$ cat config.mk
export PLATFORM = sky130hd
export DESIGN_NAME = overtravel_brake
export DESIGN_NICKNAME = d
export VERILOG_FILES = /design/src/common/brake_pkg.sv /design/src/core/overtravel_brake.sv
export SDC_FILE = /design/constraint.sdc
export NUM_CORES = 1
export LEC_CHECK = 0
export BUFFER_PORTS_ARGS = -buffer_cell sky130_fd_sc_hd__clkbuf_2
export CORE_UTILIZATION = 62
export CTS_CLUSTER_DIAMETER = 150
export DETAILED_ROUTE_END_ITERATION = 7
export GPL_TIMING_DRIVEN = 0
export PLACE_DENSITY = 0.86
export SLEW_MARGIN = 5
export SYNTH_ARGS = -nofsm -noshare
export SYNTH_HDL_FRONTEND = slang
export SYNTH_SLANG_ARGS = --single-unit
$ cat constraint.sdc
create_clock -name clock_in -period 11.4 [get_ports clock_in]
set_clock_uncertainty 0.15 [all_clocks]
set_input_delay 0.57 -clock clock_in [delete_from_list [all_inputs] [get_ports clock_in]]
set_output_delay 0.57 -clock clock_in [all_outputs]
set_load 0.01 [all_outputs]
$ cat src/common/brake_pkg.sv
// constants, types and register map of the overtravel stop and brake interlock block
package brake_pkg;
  localparam int CLK_HZ = 250000000;
  localparam int TICK_MS = 1; // timer tick period in ms
  localparam int CYC_PER_MS = CLK_HZ / 1000 * TICK_MS;
  localparam logic [13:0] MS_PER_UNIT = 14'h00A; // 10 ms parameter unit
  // register word offsets (byte addresses)
  localparam logic [7:0] A_STOP = 8'h00;
  localparam logic [7:0] A_PLUG = 8'h04;
  localparam logic [7:0] A_OFUNC = 8'h08;
  localparam logic [7:0] A_SON = 8'h0C;
  localparam logic [7:0] A_BASE = 8'h10;
  localparam logic [7:0] A_BSPD = 8'h14;
  localparam logic [7:0] A_BWAIT = 8'h18;
  localparam logic [7:0] A_STAT = 8'h1C;
  // reset values
  localparam logic [2:0] STOP_RST = 3'h0;
  localparam logic [8:0] PLUG_RST = 9'h12C; // 300 percent
  localparam logic [8:0] TRQ_MAX = 9'h12C;
  localparam logic [11:0] OFUNC_RST = 12'h210; // no digit carries the brake
  localparam logic [11:0] SON_RST = 12'h000;
  localparam logic [8:0] BASE_RST = 9'h000;
  localparam logic [6:0] BSPD_RST = 7'h64; // 100 rpm
  localparam logic [6:0] BWAIT_RST = 7'h32; // 50 units
  // output function codes
  localparam logic [3:0] FN_BRAKE = 4'h4;
  localparam logic [3:0] FN_OT = 4'h6;
  localparam int N_TERM = 3;
  // status register field positions
  localparam int ST_STATE = 0;
  localparam int ST_METHOD = 8;
  localparam int ST_BRAKE = 12;
  localparam int ST_MODE = 16;

  typedef enum logic [6:0] {
    S_OFF = 7'h01, S_ON_WAIT = 7'h02, S_RUN = 7'h04, S_OT_STOP = 7'h08,
    S_OT_HOLD = 7'h10, S_IDLE_STOP = 7'h20, S_RUN_STOP = 7'h40
  } state_e;

  typedef enum logic [2:0] {
    MODE_COAST = 3'h0, MODE_DYN = 3'h1, MODE_PLUG = 3'h2,
    MODE_ZCLAMP = 3'h3, MODE_DRIVE = 3'h4
  } mode_e;

  typedef struct packed {
    logic cyc;
    logic stb;
    logic we;
    logic [7:0] adr;
    logic [3:0] sel;
    logic [31:0] dat;
  } wb_req_s;

  typedef struct packed {
    mode_e mode; // power stage command
    logic [8:0] torque_limit; // percent of rated torque
    logic zero_ref; // position loop held at reference zero
  } motor_cmd_s;
endpackage : brake_pkg

$ cat src/core/overtravel_brake.sv
// overtravel stop method, zero clamp, brake interlock timing and output routing
//
// Chosen here: the placing of the registers and the Wishbone slave port.
`timescale 1ns/1ps
// Functional notes
// (RULE1) method 0: overtravel stop by dynamic braking, then coast unpowered.
// (RULE2) method 1: coast to stop like servo off, then stay coasting.
// (RULE3) methods 2,3: plug brake on overtravel then coast; servo off dynamic or coast.
// (RULE4) methods 4,5: plug brake on overtravel then zero clamp; servo off dynamic or coast.
// (RULE5) new stop method applies only after both supplies cycle.
// (RULE6) zero clamp holds position loop on reference zero.
// (RULE7) plug braking torque capped at programmed limit, default 300, immediate.
// (RULE8) brake output low releases brake, high applies it.
// (RULE9) brake drives only terminals whose selector holds the brake code.
// (RULE10) each selector digit routes one terminal; code 4 gives brake.
// (RULE11) codes 0 to B map to the listed status functions.
// (RULE12) by default brake applies with servo off; delay shifts power removal.
// (RULE13) servo on delay signed ms and base wait in 10 ms, immediate.
// (RULE14) running stop uses brake speed threshold and brake wait time.
// (RULE15) running: brake applies at low speed or timeout, whichever first.
module overtravel_brake #(
  parameter int CYC_MS = brake_pkg::CYC_PER_MS
) (
  input wire logic clock_in,
  input wire logic rst_in,
  input brake_pkg::wb_req_s wb_in,
  output logic [31:0] wb_dat_out,
  output logic wb_ack_out,
  input wire logic fwd_travel_limit_in, // pin, high = forward prohibited
  input wire logic rev_travel_limit_in, // pin, high = reverse prohibited
  input wire logic servo_on_in, // pin, high = servo on request
  input wire logic power_ok_in, // pin, high while both supplies are up
  input wire logic alarm_in,
  input wire logic dir_fwd_in, // motion direction, high = forward
  input wire logic [15:0] speed_in, // speed magnitude in rpm
  input wire logic [11:0] func_status_in, // other output functions, high = on
  output brake_pkg::motor_cmd_s cmd_out,
  output logic brake_release_out, // low releases brake
  output logic [2:0] term_n_out // output terminals, low = on
);
  import brake_pkg::*;

  // pin synchronisers: three stages, accept when stages two and three agree
  logic [3:0] pin_raw;
  logic [3:0] s1, s2, s3, pin;
  assign pin_raw = {power_ok_in, servo_on_in, rev_travel_limit_in, fwd_travel_limit_in};
  genvar g;
  generate
    for (g = 0; g < 4; g++) begin : g_sync
      always_ff @(posedge clock_in) begin
        if (rst_in) begin
          s1[g] <= 1'b0;
          s2[g] <= 1'b0;
          s3[g] <= 1'b0;
          pin[g] <= 1'b0;
        end else begin
          s1[g] <= pin_raw[g];
          s2[g] <= s1[g];
          s3[g] <= s2[g];
          if (s2[g] == s3[g]) pin[g] <= s3[g];
        end
      end
    end
  endgenerate

  wire fwd_lim = pin[0];
  wire rev_lim = pin[1];
  wire son = pin[2];
  wire pwr = pin[3];
  logic pwr_d;

  // registers
  logic [2:0] stop_method_param, method;
  logic [8:0] plug_torque_limit;
  logic [11:0] output_function_select;
  logic [11:0] servo_on_delay;
  logic [8:0] base_wait_delay;
  logic [6:0] brake_speed_threshold, brake_wait_timeout;
  state_e state, next_state;

  // wishbone decode
  wire req = wb_in.cyc & wb_in.stb & ~wb_ack_out;
  wire wr = req & wb_in.we & (&wb_in.sel);
  wire [31:0] d = wb_in.dat;
  wire [31:0] stat = {13'h0000, cmd_out.mode, 3'h0, ~brake_release_out,
                      1'b0, method, 1'b0, state};
  logic [31:0] rd;
  always_comb begin
    if (wb_in.adr == A_STOP) rd = {29'h0, stop_method_param};
    else if (wb_in.adr == A_PLUG) rd = {23'h0, plug_torque_limit};
    else if (wb_in.adr == A_OFUNC) rd = {20'h0, output_function_select};
    else if (wb_in.adr == A_SON) rd = {20'h0, servo_on_delay};
    else if (wb_in.adr == A_BASE) rd = {23'h0, base_wait_delay};
    else if (wb_in.adr == A_BSPD) rd = {25'h0, brake_speed_threshold};
    else if (wb_in.adr == A_BWAIT) rd = {25'h0, brake_wait_timeout};
    else if (wb_in.adr == A_STAT) rd = stat;
    else rd = 32'h0000_0000; // unmapped reads zero, still acked
  end

  // bus answer one cycle after the request is seen
  always_ff @(posedge clock_in) begin
    if (rst_in) begin
      wb_ack_out <= 1'b0;
      wb_dat_out <= 32'h0000_0000;
    end else begin
      wb_ack_out <= req;
      wb_dat_out <= req ? rd : 32'h0000_0000;
    end
  end

  // register writes; every setting except the stop method applies at once
  always_ff @(posedge clock_in) begin
    if (rst_in) begin
      stop_method_param <= STOP_RST;
      plug_torque_limit <= PLUG_RST;
      output_function_select <= OFUNC_RST;
      servo_on_delay <= SON_RST;
      base_wait_delay <= BASE_RST;
      brake_speed_threshold <= BSPD_RST;
      brake_wait_timeout <= BWAIT_RST;
    end else if (wr) begin
      if (wb_in.adr == A_STOP) stop_method_param <= d[2:0];
      else if (wb_in.adr == A_PLUG) plug_torque_limit <= d[8:0]; // [RULE7]
      else if (wb_in.adr == A_OFUNC) output_function_select <= d[11:0]; // [RULE10]
      else if (wb_in.adr == A_SON) servo_on_delay <= d[11:0]; // [RULE13]
      else if (wb_in.adr == A_BASE) base_wait_delay <= d[8:0]; // [RULE13]
      else if (wb_in.adr == A_BSPD) brake_speed_threshold <= d[6:0]; // [RULE14]
      else if (wb_in.adr == A_BWAIT) brake_wait_timeout <= d[6:0]; // [RULE14]
    end
  end

  // active stop method follows the written value only on a supply restart
  wire pwr_up = pwr & ~pwr_d;
  always_ff @(posedge clock_in) begin
    if (rst_in) begin
      pwr_d <= 1'b0;
      method <= STOP_RST;
    end else begin
      pwr_d <= pwr;
      if (pwr_up) method <= stop_method_param; // [RULE5]
    end
  end

  // millisecond timer, restarted on every state change
  logic [17:0] pre;
  logic [13:0] tmr;
  wire tick = (pre == 18'(CYC_MS - 1));
  always_ff @(posedge clock_in) begin
    if (rst_in || next_state != state) begin
      pre <= 18'h00000;
      tmr <= 14'h0000;
    end else begin
      pre <= tick ? 18'h00000 : pre + 18'h00001;
      if (tick && tmr != 14'h3FFF) tmr <= tmr + 14'h0001;
    end
  end

  // timing decode
  wire son_neg = servo_on_delay[11];
  wire [13:0] son_abs = son_neg ? {2'b00, 12'(-servo_on_delay)} : {2'b00, servo_on_delay};
  wire [13:0] base_ms = 14'(base_wait_delay * MS_PER_UNIT);
  wire [13:0] bwait_ms = 14'(brake_wait_timeout * MS_PER_UNIT);
  wire slow = speed_in < {9'h000, brake_speed_threshold};
  wire stopped = speed_in == 16'h0000;
  wire off_req = ~son | alarm_in;
  wire ot = (fwd_lim & dir_fwd_in) | (rev_lim & ~dir_fwd_in);
  // the timer still belongs to the old state on entry, so only a zero delay counts as done there
  wire son_done = (state == S_ON_WAIT) ? (tmr >= son_abs) : (son_abs == 14'h0000);

  // state sequencing
  always_comb begin
    next_state = state;
    case (state)
      S_OFF: if (son & ~alarm_in) next_state = S_ON_WAIT;
      S_ON_WAIT: begin
        if (off_req) next_state = S_OFF;
        else if (son_done) next_state = S_RUN;
      end
      S_RUN, S_OT_STOP: begin
        if (off_req) next_state = slow ? S_IDLE_STOP : S_RUN_STOP; // [RULE14]
        else if (state == S_RUN && ot) next_state = S_OT_STOP;
        else if (state == S_OT_STOP && stopped) next_state = S_OT_HOLD;
      end
      S_OT_HOLD: begin
        if (off_req) next_state = S_IDLE_STOP;
        else if (!ot) next_state = S_RUN;
      end
      S_IDLE_STOP: if (tmr >= base_ms) next_state = S_OFF; // [RULE12]
      S_RUN_STOP: if (slow || tmr >= bwait_ms) next_state = S_OFF; // [RULE15]
      default: next_state = S_OFF;
    endcase
  end

  // stop modes chosen by the active method
  wire odd = method[0];
  wire plug_m = method >= 3'h2;
  mode_e ot_mode, off_mode, hold_mode;
  assign ot_mode = plug_m ? MODE_PLUG : (odd ? MODE_COAST : MODE_DYN); // [RULE1] [RULE2] [RULE3]
  assign off_mode = odd ? MODE_COAST : MODE_DYN; // [RULE3] [RULE4]
  assign hold_mode = (method >= 3'h4) ? MODE_ZCLAMP : MODE_COAST; // [RULE4]

  // motor command and brake level for the next cycle
  motor_cmd_s next_cmd;
  logic next_brake_n;
  always_comb begin
    next_cmd = '{MODE_COAST, TRQ_MAX, 1'b0};
    next_brake_n = 1'b1;
    case (next_state)
      S_ON_WAIT: begin
        if (!son_neg || son_done) next_brake_n = 1'b0;
        if (son_neg || son_done) next_cmd.mode = MODE_DRIVE;
      end
      S_RUN: begin
        next_cmd.mode = MODE_DRIVE;
        next_brake_n = 1'b0; // [RULE8]
      end
      S_OT_STOP: begin
        next_cmd.mode = ot_mode;
        next_brake_n = 1'b0;
        if (plug_m) next_cmd.torque_limit = plug_torque_limit; // [RULE7]
      end
      S_OT_HOLD: begin
        next_cmd.mode = hold_mode;
        next_cmd.zero_ref = hold_mode == MODE_ZCLAMP; // [RULE6]
        next_brake_n = 1'b0;
      end
      S_IDLE_STOP: next_cmd.mode = MODE_DRIVE; // brake on, power held [RULE12]
      S_RUN_STOP: begin
        next_cmd.mode = off_mode;
        next_brake_n = 1'b0;
      end
      default: next_cmd.mode = MODE_COAST;
    endcase
  end

  // output function selection per terminal digit
  function automatic logic fn_sel(input logic [3:0] code, input logic [11:0] st,
                                  input logic bk, input logic otf);
    if (code == FN_BRAKE) fn_sel = bk; // [RULE9] [RULE10]
    else if (code == FN_OT) fn_sel = otf;
    else if (code <= 4'hB) fn_sel = st[code]; // [RULE11]
    else fn_sel = 1'b0;
  endfunction : fn_sel

  wire ot_any = fwd_lim | rev_lim;
  logic [2:0] next_term_n;
  generate
    for (g = 0; g < N_TERM; g++) begin : g_term
      assign next_term_n[g] = ~fn_sel(output_function_select[4*g+:4], func_status_in,
                                      ~next_brake_n, ot_any);
    end
  endgenerate

  // state and output flops
  always_ff @(posedge clock_in) begin
    if (rst_in) begin
      state <= S_OFF;
      cmd_out <= '{MODE_COAST, TRQ_MAX, 1'b0};
      brake_release_out <= 1'b1;
      term_n_out <= 3'h7;
    end else begin
      state <= next_state;
      cmd_out <= next_cmd;
      brake_release_out <= next_brake_n; // [RULE8]
      term_n_out <= next_term_n;
    end
  end

  // checks
  property p_ot_dyn;
    @(posedge clock_in) disable iff (rst_in)
    state == S_RUN && !off_req && ot && method == 3'h0 |=> cmd_out.mode == MODE_DYN;
  endproperty
  a_ot_dyn: assert property (p_ot_dyn) else $error("method 0 not dynamic braking"); // [RULE1]
  property p_ot_coast;
    @(posedge clock_in) disable iff (rst_in)
    state == S_OT_STOP && method == 3'h1 |-> cmd_out.mode == MODE_COAST;
  endproperty
  a_ot_coast: assert property (p_ot_coast) else $error("method 1 not coasting"); // [RULE2]
  property p_ot_plug;
    @(posedge clock_in) disable iff (rst_in)
    state == S_OT_STOP && plug_m |-> cmd_out.mode == MODE_PLUG
      && cmd_out.torque_limit == $past(plug_torque_limit);
  endproperty
  a_ot_plug: assert property (p_ot_plug) else $error("plug braking wrong"); // [RULE3] [RULE7]
  property p_hold;
    @(posedge clock_in) disable iff (rst_in)
    state == S_OT_HOLD && $stable(method) |-> cmd_out.zero_ref == (method >= 3'h4);
  endproperty
  a_hold: assert property (p_hold) else $error("hold mode wrong"); // [RULE4] [RULE6]
  property p_method;
    @(posedge clock_in) disable iff (rst_in)
    !pwr_up |=> $stable(method);
  endproperty
  a_method: assert property (p_method) else $error("stop method changed early"); // [RULE5]
  property p_off_brake;
    @(posedge clock_in) disable iff (rst_in)
    state == S_OFF |-> brake_release_out && cmd_out.mode == MODE_COAST;
  endproperty
  a_off_brake: assert property (p_off_brake) else $error("brake released when off"); // [RULE8]
  property p_route;
    @(posedge clock_in) disable iff (rst_in)
    $stable(output_function_select) && output_function_select[7:4] == FN_BRAKE
      |-> term_n_out[1] == brake_release_out;
  endproperty
  a_route: assert property (p_route) else $error("brake not routed"); // [RULE10]
  property p_idle;
    @(posedge clock_in) disable iff (rst_in)
    state == S_RUN && off_req && slow |=> brake_release_out
      ##0 (state == S_IDLE_STOP || state == S_OFF);
  endproperty
  a_idle: assert property (p_idle) else $error("brake late at servo off"); // [RULE12]
  property p_run_stop;
    @(posedge clock_in) disable iff (rst_in)
    state == S_RUN_STOP && slow |=> state == S_OFF && brake_release_out;
  endproperty
  a_run_stop: assert property (p_run_stop) else $error("brake not applied"); // [RULE15]
  c_ot_plug: cover property (@(posedge clock_in) state == S_OT_STOP && plug_m);
  c_zclamp: cover property (@(posedge clock_in) cmd_out.mode == MODE_ZCLAMP);
  c_run_stop: cover property (@(posedge clock_in) state == S_RUN_STOP ##1 state == S_OFF);
endmodule : overtravel_brake

* Yosys cells after proc, flatten, opt, wreduce, memory -nomap -nowiden
Cells that the tools add are included.
** Word-level totals
- Output and inout bits :: 50
- Bits in registers :: 152
- Input port bits :: 83
- Word-level logic and storage cells :: 194
** Operators by class
- Add/subtract/negate cells :: 3
- Multiplexer cells :: 44
- Reduce and logical (&&, ||, !) cells :: 29
- Multiply operators :: 2
- Bitwise logic cells :: 32
- Magnitude comparators :: 12
- Equality and inequality tests :: 34
** Operators with widths (number)
- 2-to-1 mux 7 bit :: 11
- 2-to-1 mux 12 bit :: 6
- case mux 7 bit (6 select lines) :: 1
- equality test 8 x 5 -> 1 bit, second input constant :: 4
- equality test 4 x 3 -> 1 bit, second input constant :: 6
- inverter 1 bit :: 21
- adder 18 x 1 -> 18 bit, second input constant :: 1
- equality test 18 bit, second input constant :: 1
- equality test 8 x 4 -> 1 bit, second input constant :: 2
- logical NOT 16 bit :: 1
- < comparator 16 x 7 -> 1 bit :: 1
- < comparator 4 x 5 -> 1 bit, second input constant :: 3
- 2-to-1 mux 1 bit :: 15
- case mux 3 bit (5 select lines) :: 1
- adder 14 x 1 -> 14 bit, second input constant :: 1
- equality test 7 x 2 -> 1 bit, second input constant :: 2
- equality test 7 x 3 -> 1 bit, second input constant :: 2
- equality test 7 x 4 -> 1 bit, second input constant :: 2
- equality test 7 x 5 -> 1 bit, second input constant :: 2
- equality test 7 x 6 -> 1 bit, second input constant :: 2
- equality test 7 bit, second input constant :: 2
- >= comparator 14 x 11 -> 1 bit :: 1
- >= comparator 14 x 12 -> 1 bit :: 1
- >= comparator 14 x 13 -> 1 bit :: 1
- 36 further kinds :: 66

* Depth between registers and ports, before layout
- Depth in word-level cells :: 13
- Gate-level depth with buffers :: 20
- Mapped depth without buffers :: 18

* Worst setup path before layout
OpenSTA, ideal clock, no wires.
- Path kind :: reg-to-reg
- From :: register base_wait_delay[3]
- To :: register pre[12]
- Arrival :: 3.961 ns
- Slack :: 7.201 ns
- Cell stages (with the launch flop) :: 20
- Setup time :: 0.089 ns
- Required time :: 11.161 ns
- Clock period less this slack :: 4.199 ns
- Path through :: dfxtp_1 ha_1 ha_1 inv_1 fa_1 nor2b_1 o21ai_0 a21oi_1 o21ai_0 a21oi_1 o21ai_0 ha_1 and3_1 a2111oi_0 nand2_1 o21a_1 or4b_1 buf_2 buf_6 nor4_2
** On the way
- Longest elaborated chain between the ends :: 7
** Ends and longest elaborated chain
- start, declared :: line overtravel_brake.sv:77 : logic [8:0] base_wait_delay;
- start signal, assigned :: line overtravel_brake.sv:126 : else if (wb_in.adr == A_BASE) base_wait_delay <= d[8:0];
- multiplier 9 x 3 -> 12 bit :: line overtravel_brake.sv:161 : wire [13:0] base_ms = 14'(base_wait_delay * MS_PER_UNIT);
- >= comparator 14 x 13 -> 1 bit :: line overtravel_brake.sv:188 : S_IDLE_STOP: if (tmr >= base_ms) next_state = S_OFF;
- 2-to-1 mux 7 bit :: line overtravel_brake.sv:188
- case mux 7 bit (6 select lines) :: line overtravel_brake.sv:173 : case (state)
- inequality test 7 bit :: line overtravel_brake.sv:149 : if (rst_in || next_state != state) begin
- logical OR 1 bit :: line overtravel_brake.sv:149
- OR reduction 2 bit (no source line)
- end signal, assigned :: line overtravel_brake.sv:153 : pre <= tick ? 18'h00000 : pre + 18'h00001;
- end, declared :: line overtravel_brake.sv:145 : logic [17:0] pre;
Every way passes these cells.
A chain may end at the register's enable or synchronous reset.

* Final worst setup path
- From :: register base_wait_delay[3]
- To :: register pre[17]
The elaborated chain is that of the path after synthesis.

==> key figures <==
Synthesis
  • Post-synth top area cell: dfxtp_1
  • Main flop type after synthesis: dfxtp_1
  • Asr flop ratio synth: 0%
  • #FFs+latches synth: 152
  • Sequential share of the synthesized area: 35.3%
  • Post-synth top area share: 35.3%
  • Syn Inst Count: 1007
  • YS warnings: 0
  • Mapped Area: 8630 sq um
  • Largest cells by area after synthesis: dfxtp_1, ha_1, nand2_1, a21oi_1, mux2i_1
  • Syn avg cell area: 8.57 sq um
  • Post-synth EDFFs: 0
  • Synth unique cells: 74

Drt
  • Detail Route Antenna Nets: 0
  • Total routed wirelength: 25000 um
  • DRT Pass-1 Iters: 7
  • Via count: 8239
  • Routed length per instance: 18.9 um
  • # DRC: 0
  • Drt first-iter violations: 854
  • Vias/cell: 6.23

Global route
  • Vias in the first global route: 7766
  • GRT Util Overall: 35.3%
  • Initial antenna violation count: 0
  • Largest net degree at the start of global routing: 17
  • Global-route wire length before repair: 39200 um
  • Gr ovfl total: 0

Pwr
  • Worst vdd ir: 0.117 mV
  • Power Dens Cells: 117 nW/um^2
  • Leakage Power: 3.96 nW

Clock network
  • Clock sinks: 152
  • Post-cts sizing count: 0
  • Setup Fix Bufs, Post-CTS: 0
  • Worst skew pair latency: 0.43 ns
  • H-tree levels: 4
  • CTS root buffer: clkbuf_16
  • CTS Hold Buffers Added: 0
  • Max Root-Sink Buffers: 2
  • Total CTS buffers: 17
  • CTS tree: yes
  • Clk pin slew, worst setup/hold paths: 0.06 ns

Cells and area
  • Commonest cells after routing, fill and taps aside: dfxtp_1, nand2_1, clkbuf_2, a21oi_1, nor2_1
  • Seq. cell area: 3040 sq um
  • Fin util: 74.5%
  • Layout Nets: 1287
  • Filler cell count: 1010
  • Share of cells above drive strength 1: 15.3%
  • N_diodes: 0
  • Multi-input gate area: 5150 sq um
  • Most common cell after layout, fill and taps aside: dfxtp_1
  • Design area: 9990 sq um
  • Area Overhead vs Synth: 15.7%

Setup path
  • Crit end category: flop
  • Startpoint class of the critical path: flop
  • Register-to-Register Setup Slack: 6.04 ns
  • Instance count on the critical path: 19
  • FF-to-FF Start: base_wait_delay[3]$_SDFFE_PP0P_
  • Critical path required time: 11.59 ns
  • Crit Path Class: flop to flop
  • Max FO, Critical Path: 10
  • Worst-path cell chain: ha_1 -> ha_1 -> inv_1 -> fa_1 -> nor2b_1 -> o21ai_0 -> a21oi_1 -> o21ai_0 -> a21oi_1 -> o21ai_0 -> ha_1 -> and3_1 -> a2111oi_0 -> nand2_1 -> o21a_1 -> or4b_1 -> buf_2 -> buf_6 -> nor4_2
  • Top delay family on crit path: compound AO/OA/AOI/OAI gates
  • Worst setup endpoint: pre[17]$_SDFF_PP0_
  • Critical path data arrival time: 5.55 ns
  • R2R depth: 19
  • Reg2Reg Capture Point: pre[17]$_SDFF_PP0_
  • Slowest stage cell, crit path: a2111oi_0
  • Critical path launch point: base_wait_delay[3]$_SDFFE_PP0P_
  • Buf+Inv Stages, Crit Path: 3
  • Critical Path Max Stage Delay: 1.04 ns

STA
  • Hold_ws: 0.205 ns
  • Final setup fails: 0
  • Relative slew slack: 2.20%
  • Min Tclk post-route: 5.36 ns
  • Slew Limit Fails: 0
  • Unrepaired setup endpoints after global routing: no
  • Final period utilization: 47.0%
  • Total negative slack: 0 ns
  • Worst slew pin tran: 1.46 ns
  • Fmax achieved: 187 MHz
  • Final Hold Vio Count: 0

Die
  • Core Area: 13400 sq um
  • Initial core utilization: 64.4%
  • Die height: 120 um
  • Die Span X: 120 um
  • Die ar.: 14400 sq um
  • Row count: 42
  • Io pins: 133

Placed design
  • DP Wirelength: 18700 um
  • DP Area: 9380 sq um
  • Final Wtd Congestion: 0.992
  • IO Port Bufs: 94

Worst hold path
  • Hold crit path type: primary input to flop

Job
  • Max-Cap Viols: 0

Outcome
  • Status: completed
[sequential cells by signal (all words and copies together) (netlist names), 4 cells and up]
name,cells
plug_torque_limit,9
brake_wait_timeout,7
cmd_out,13
base_wait_delay,9
s3,4
state,7
tmr,14
output_function_select,12
s2,4
servo_on_delay,12
pre,18
s1,4
wb_dat_out,16
brake_speed_threshold,7
[area by class of cell]
cell class | instances | area share [%]
inverter | 41 | 1.54
sequential | 152 | 30.5
clock buffer | 25 | 4.96
multi-input combinational | 766 | 51.5
buffer | 63 | 3.43
clock inverter | 6 | 1.14
timing repair buffer | 94 | 4.71
tap | 176 | 2.20
[power breakdown]
group	internal, mW	total [mW]	switching, mW
Combinational	0.0212	0.0529	0.0317
Sequential	0.535	0.536	0.00166
Clock	0.367	0.582	0.215
Total	0.923	1.17	0.249
[metrics by stage]
stage / setup slack [ns] / power [mW] / std cells
floorplan: 7.20 / 0.573 / 1022
global placement: 6.17 / 0.598 / 1292
detailed placement: 6.06 / 0.599 / 1292
CTS: 6.04 / 1.17 / 1323
global route: 5.80 / 1.20 / 1323
finish: 6.04 / 1.17 / 1323
[cell families (layout without fill, tap and decap cells)]
kind of cell    after synthesis  count (layout)  share of synthesized area [%]
buf+inv                     104             229                           5.75
flops                       152             152                           35.3
mux                          38              38                           5.31
other cells                   1              16                         0.0434
fa+ha+maj                    69              69                           10.2
simple gates                391             391                           23.5
compound gates              205             205                           15.2
xor+xnor                     47              47                           4.77
[per-layer routing]
layer  wire, um  up-vias  global-route usage, %
li1           -     3852                      -
met5          0        -                      0
met1      10100     3891                   44.5
met4        928        0                   16.4
met2      11700      425                   57.5
met3       2290       71                   7.46
[worst min-delay path by stage]
| stage | startpoint | to | depth (start not counted) |
|---|---|---|---|
| floorplan | s1[0]$_SDFF_PP0_ | s2[0]$_SDFF_PP0_ | 1 |
| global placement | s1[3]$_SDFF_PP0_ | s2[3]$_SDFF_PP0_ | 1 |
| detailed placement | s1[1]$_SDFF_PP0_ | s2[1]$_SDFF_PP0_ | 1 |
| CTS | power_ok_in | s1[3]$_SDFF_PP0_ | 2 |
| global route | rev_travel_limit_in | s1[1]$_SDFF_PP0_ | 2 |
| finish | power_ok_in | s1[3]$_SDFF_PP0_ | 2 |
[synthesized netlist by cell type (3+ instances only)]
cell	count
dfxtp_1	152
nand2_1	122
a21oi_1	73
nor2_1	71
ha_1	67
inv_1	41
nor3_1	39
o21ai_0	35
clkbuf_1	30
mux2i_1	30
nand3_1	29
xor2_1	29
nor2b_1	24
buf_4	21
xnor2_1	18
nand2b_1	15
nand4_1	15
a22oi_1	13
o211ai_1	13
and2_1	11
nor4_1	10
a31oi_1	9
a211oi_1	8
a21o_1	8
and3_1	8
nor4_2	8
a222oi_1	6
and4_1	6
mux4_2	6
buf_1	5
o31ai_1	5
or3_1	5
buf_2	4
nor4b_1	4
o21a_1	4
or2_2	4
buf_6	3
nand3b_1	3
nor3b_1	3
o2111ai_1	3
or4b_2	3
No activity file was read; power rests on OpenSTA's default activity.
